$ cat src/ap1_regs.svh
// Register offsets, field positions and timing counts of the
// alert pin one routing mask. Included by the package and the design.
`ifndef AP1_ROUTE_REGS_SVH
`define AP1_ROUTE_REGS_SVH

// Mask register offset on the register port
`define AP1_MASK_ADDR  8'h27
// Mask reset value and implemented bits
`define AP1_MASK_RST   24'h000000
`define AP1_MASK_IMPL  24'hFFFFFE
// Field positions; channel one sits at the top bit of each group
`define AP1_OC_MSB     23
`define AP1_UC_MSB     19
`define AP1_OV_MSB     15
`define AP1_UV_MSB     11
`define AP1_OP_MSB     7
`define AP1_ACC_BIT    3
`define AP1_CNT_BIT    2
`define AP1_CC_BIT     1
`define AP1_RSV_BIT    0
// Timing
`define AP1_CLK_NS     20
`define AP1_PULSE_NS   5000
`define AP1_PULSE_CYC  ((`AP1_PULSE_NS + `AP1_CLK_NS - 1) / `AP1_CLK_NS)

`endif

$ cat src/ap1_pkg.sv
// Types shared by the alert pin one routing block.
// Assumes ap1_regs.svh is on the include path.
`include "ap1_regs.svh"

package ap1_pkg;

    // Register port request
    typedef struct packed {
        logic        wr;
        logic [7:0]  addr;
        logic [23:0] wdata;
    } ap1_reg_req_t;

    // Tripped conditions, index 0 is channel one
    typedef struct packed {
        logic [3:0] oc;
        logic [3:0] uc;
        logic [3:0] ov;
        logic [3:0] uv;
        logic [3:0] op;
        logic       acc_full;
        logic       cnt_full;
    } ap1_trip_t;

    // Conversion pulse states
    typedef enum logic [0:0] {
        AP1_IDLE  = 1'b0,
        AP1_PULSE = 1'b1
    } ap1_pstate_t;

    // Whole state of the block
    typedef struct packed {
        logic [23:0] mask;
        ap1_pstate_t ps;
        logic [7:0]  cnt;
        logic        sync1;
        logic        sync2;
        logic        pin_oe;
        logic        slow_req;
        logic [23:0] rdata;
    } ap1_state_t;

endpackage : ap1_pkg

$ cat src/ap1_route.sv
// Alert pin one routing mask: masks tripped conditions onto the pin
// and adds a timed pulse at each conversion end.
// Assumes trip flags, conversion strobe and pin mode come from logic on
// CLK; only the pin input is asynchronous.
//
// Contract
// - OV enables channels two-four gate pin
// - UV enables channels one-four gate pin
// - OP enables channels one-four gate pin
// - Accumulator full enable routes alert
// - Sample count full enable routes alert
// - Conversion end gives 5 us pulse
// - Pin drives only in alert mode
// - Rate input ignored in alert mode
// - Bit zero reads zero, ignores writes
// - Channel one OV enable gates pin
// - Upper bits enable OC and UC
`timescale 1ns/10ps
`include "ap1_regs.svh"

module ap1_route
    import ap1_pkg::*;
(
    input  wire logic         CLK,
    input  wire logic         RST,
    input  wire ap1_reg_req_t REG,
    output logic [23:0]       REG_RDATA,
    input  wire ap1_trip_t    TRIP,
    input  wire logic         CONV_DONE,
    input  wire logic         PIN_ALERT_MODE,
    input  wire logic         PIN1_I,
    output logic              PIN1_O,
    output logic              PIN1_OE,
    output logic              SLOW_REQ
);

    localparam logic [7:0] PULSE_LAST = 8'(`AP1_PULSE_CYC - 1);

    ap1_state_t st_reg;
    ap1_state_t st_next;
    logic [3:0] chan_hit;
    logic       any_hit;
    logic       mask_wr;

    // Register port decode
    function automatic logic is_mask(input logic [7:0] addr);
        is_mask = (addr == `AP1_MASK_ADDR);
    endfunction : is_mask

    // Per-channel masked conditions
    genvar i;
    generate
        for (i = 0; i < 4; i++) begin : g_chan
            assign chan_hit[i] =
                (TRIP.oc[i] & st_reg.mask[`AP1_OC_MSB - i]) |
                (TRIP.uc[i] & st_reg.mask[`AP1_UC_MSB - i]) |
                (TRIP.ov[i] & st_reg.mask[`AP1_OV_MSB - i]) |
                (TRIP.uv[i] & st_reg.mask[`AP1_UV_MSB - i]) |
                (TRIP.op[i] & st_reg.mask[`AP1_OP_MSB - i]);
        end
    endgenerate

    // Global OR of everything routed
    assign any_hit = (|chan_hit)
        | (TRIP.acc_full & st_reg.mask[`AP1_ACC_BIT])
        | (TRIP.cnt_full & st_reg.mask[`AP1_CNT_BIT]);
    assign mask_wr = REG.wr & is_mask(REG.addr);

    // Next state
    always_comb begin
        st_next = st_reg;
        // Mask write, bit zero never stored
        if (mask_wr) begin
            st_next.mask = REG.wdata & `AP1_MASK_IMPL;
        end
        // Conversion pulse timer, restarts on each conversion end
        case (st_reg.ps)
            AP1_IDLE: begin
                st_next.cnt = 8'h00;
            end
            AP1_PULSE: begin
                if (st_reg.cnt == PULSE_LAST) begin
                    st_next.ps = AP1_IDLE;
                    st_next.cnt = 8'h00;
                end else begin
                    st_next.cnt = st_reg.cnt + 8'h01;
                end
            end
            default: begin
                st_next.ps = AP1_IDLE;
                st_next.cnt = 8'h00;
            end
        endcase
        if (CONV_DONE && st_reg.mask[`AP1_CC_BIT]) begin
            st_next.ps = AP1_PULSE;
            st_next.cnt = 8'h00;
        end
        // Disabling the pulse cuts a running one short
        if (!st_reg.mask[`AP1_CC_BIT]) begin
            st_next.ps = AP1_IDLE;
            st_next.cnt = 8'h00;
        end
        // Pin input synchroniser
        st_next.sync1 = PIN1_I;
        st_next.sync2 = st_reg.sync1;
        // Pin drive only while configured as alert output
        st_next.pin_oe = PIN_ALERT_MODE
            & (any_hit | (st_next.ps == AP1_PULSE));
        // Rate reduction request only outside alert mode
        st_next.slow_req = !PIN_ALERT_MODE & st_reg.sync2;
        // Read data, unmapped offsets read zero
        st_next.rdata = is_mask(REG.addr) ? st_reg.mask : 24'h000000;
    end

    // State register
    always_ff @(posedge CLK) begin
        if (RST) begin
            st_reg <= '0;
            st_reg.mask <= `AP1_MASK_RST;
            st_reg.ps <= AP1_IDLE;
        end else begin
            st_reg <= st_next;
        end
    end

    // Outputs; pin is open drain, driven low while asserted
    assign REG_RDATA = st_reg.rdata;
    assign PIN1_O    = 1'b0;
    assign PIN1_OE   = st_reg.pin_oe;
    assign SLOW_REQ  = st_reg.slow_req;
endmodule : ap1_route

$ cat config.mk
export PLATFORM = sky130hd
export DESIGN_NAME = ap1_route
export DESIGN_NICKNAME = d
export VERILOG_FILES = /design/src/ap1_pkg.sv /design/src/ap1_route.sv
export VERILOG_INCLUDE_DIRS = /design/src
export SDC_FILE = /design/constraint.sdc
export NUM_CORES = 1
export LEC_CHECK = 0
export BUFFER_PORTS_ARGS = -buffer_cell sky130_fd_sc_hd__buf_2
export CAP_MARGIN = 10
export CORE_MARGIN = 2
export CORE_UTILIZATION = 45
export CTS_CLUSTER_SIZE = 30
export DETAILED_ROUTE_END_ITERATION = 10
export PLACE_DENSITY = 0.79
export SETUP_SLACK_MARGIN = 0.1
export SLEW_MARGIN = 20
export SYNTH_ARGS = -nofsm -noshare
export SYNTH_HDL_FRONTEND = slang
export SYNTH_SLANG_ARGS = --single-unit
$ cat constraint.sdc
create_clock -name CLK -period 1.93 [get_ports CLK]
set_clock_uncertainty 0.1 [all_clocks]
set_input_delay 0.386 -clock CLK [delete_from_list [all_inputs] [get_ports CLK]]
set_output_delay 0.386 -clock CLK [all_outputs]
set_load 0.02 [all_outputs]
==> out/metrics.cfg <==
[placed_design]
place.gp.congestion = 0.791
dp_cells = 343
dp.final_hpwl_mm = 3.24
io_buffers = 83

[grt]
grt_antenna_before_repair = 0
grt.met3_usage_pct = 4.23
grt_pass1_wl_mm = 6.87
globalRoute.busiestLayer = met2
grt.overflow.total = 0
grt_pass1_vias = 1541
grt_use_met1_pct = 19.0
grt_use_total_pct = 16.8
met2_usage_pct = 28.2
grt_max_degree = 24

[sta]
tns_ns = 0
period_minus_slack_ns = 1.54
setup_violations = 0
fmax_mhz = 651
whs_ns = 0.144
slew_violations = 0
finalHoldViolations = 0
fin_crit_sh_pct = 79.6
rsz0062_at_grt = no

[outcome]
outcome = completed

[cells_and_area]
largest_reg_flops = 33
final_cell_mix = buf_2 (83), dfxtp_1 (59), nor2_1 (37)
num_antenna_cells = 0
layout.nets = 349
drive_gt1_share_pct = 36.3
area_delta_synth_final_pct = 20.6
final_common_cell = buf_2
stdcell_count = 359

[clock_network]
cts_tree = done
clock_tree.root_cell = clkbuf_8
clkLatencyLatePin_ns = 0.32
clk_pin_slew_ns = 0.07
cts-htree-levels = 3
cts_hold_buf = 0
postCtsSetupBuffers = 0
cts_resized = 0
clkSinkCount = 59
cts_buffers = 9
clockBufferDepth = 2

[floorplan]
initial_core_util_pct = 47.6
die_w_um = 75.4
ioPinCount = 87
core_area_mm2 = 0.00482
design.die.area_mm2 = 0.00568
rows = 25
die_h_um = 75.4

[logic_synthesis]
synth_edf_count = 0
synth.lib_cells_used.distinct = 31
ys_ff_latch = 59
avgSynthCellArea_um2 = 10.4
synthCells = 221
synth_top_area_share_pct = 51.6
synth_area_leaders = dfxtp_1 (52%), mux2i_1 (10%), buf_4 (8.2%)
synth_area_mm2 = 0.00229
synthArstFlopShare_pct = 0
ys.flop_type = dfxtp_1
yosys.area.top_type = dfxtp_1
ys_seq_area_share_pct = 51.6
synth_warnings = 0

[pwr]
vdd_drop_max_mv = 0.361
leakage_nw = 1.42
powerDensity_mw_per_mm2 = 833

[flow_run]
max-cap-violations = 0

[critical_path]
crit_type = reg2reg
cp-end-kind = flop
cp.buffers_inverters = 0
worstReg2RegStart = st_reg[28]
worstPathArrival_ns = 1.62
path_cells = ha_1, nand2_1, o41a_1, o21ai_0, a311oi_1
cp_slowest_cell = dfxtp_1
crit_fanout = 4
cp_top_family = compound AO/OA/AOI/OAI gates
start_kind = flop
max_stage_delay_ns = 0.38
cp_data_required_time_ns = 2.02
crit_start = st_reg[28]

[routing]
drt_iter0_markers = 33
drt_wl_total_mm = 4.44
route.detailed.drc = 0
vias_per_cell = 4.54
wl_per_cell_um = 12.4
num_vias = 1631
ant_nets = 0
dr.pass1.iters = 4

[worst_hold_path]
hold_path_startpoint = PIN_ALERT_MODE
hp-class = in2reg

cells in the mapped netlist, drive strengths merged, types with 2 or more instances:
| cell | number |
|---|---|
| nor3b | 2 |
| dfxtp | 59 |
| inv | 3 |
| and2 | 23 |
| ha | 2 |
| mux2i | 23 |
| xor2 | 2 |
| a22oi | 10 |
| clkbuf | 3 |
| nor2 | 37 |
| nand2 | 6 |
| xnor2 | 4 |
| nor2b | 3 |
| buf | 28 |
| nand3 | 4 |
| nand4 | 2 |
power by group:
part,switching [mW],total [mW],leakage [nW],internal (mW)
Combinational,0.0401,0.0907,0.846,0.0506
Sequential,0.000873,1.22,0.475,1.22
Clock,0.463,0.990,0.0949,0.526
Total,0.504,2.30,1.42,1.80
metrics by stage:
step                cell area [µm²]  utilization (%)  power (mW)  setup WS [ns]
finish                         2760             57.4        2.30          0.395
global route                   2760             57.4        2.40          0.305
CTS                            2760             57.4        2.33          0.404
detailed placement             2580             53.7        1.34          0.248
global placement               2580             53.7        1.34          0.291
floorplan                      2290                -        1.28          0.424
final timing paths:
kind | to | slack [ns] | depth (start not counted)
worst max register to register | PIN1_OE | 0.39 | 5
worst min-delay path | SLOW_REQ | 0.14 | 2
worst max-delay path | PIN1_OE | 0.39 | 5
worst min register to register | st_reg[26] | 0.36 | 1
logic make-up after synthesis:
kind of cell	share of synthesized area [%]
XOR/XNOR	2.29
multiplexers	10.0
other	0.164
AND/OR/NAND/NOR	19.0
buffers and inverters	11.1
adder cells (fa/ha/maj)	1.09
flip-flops	51.6
AO/OA/AOI/OAI	4.75
layout make-up:
type	instances	area, µm²
multi-input cells	128	858
well taps	67	83.8
fillers	461	2050
inverters	3	11.3
clock inverters	5	27.5
repair buffers	86	450
clock buffers	11	151
flip-flops and latches	59	1180
routing by layer:
layer | up-vias | routed length, µm
met1 | 733 | 1930
met3 | 9 | 247
met5 | - | 0
met4 | 0 | 112
li1 | 833 | -
met2 | 56 | 2150
(Power assumes the default switching activity.)
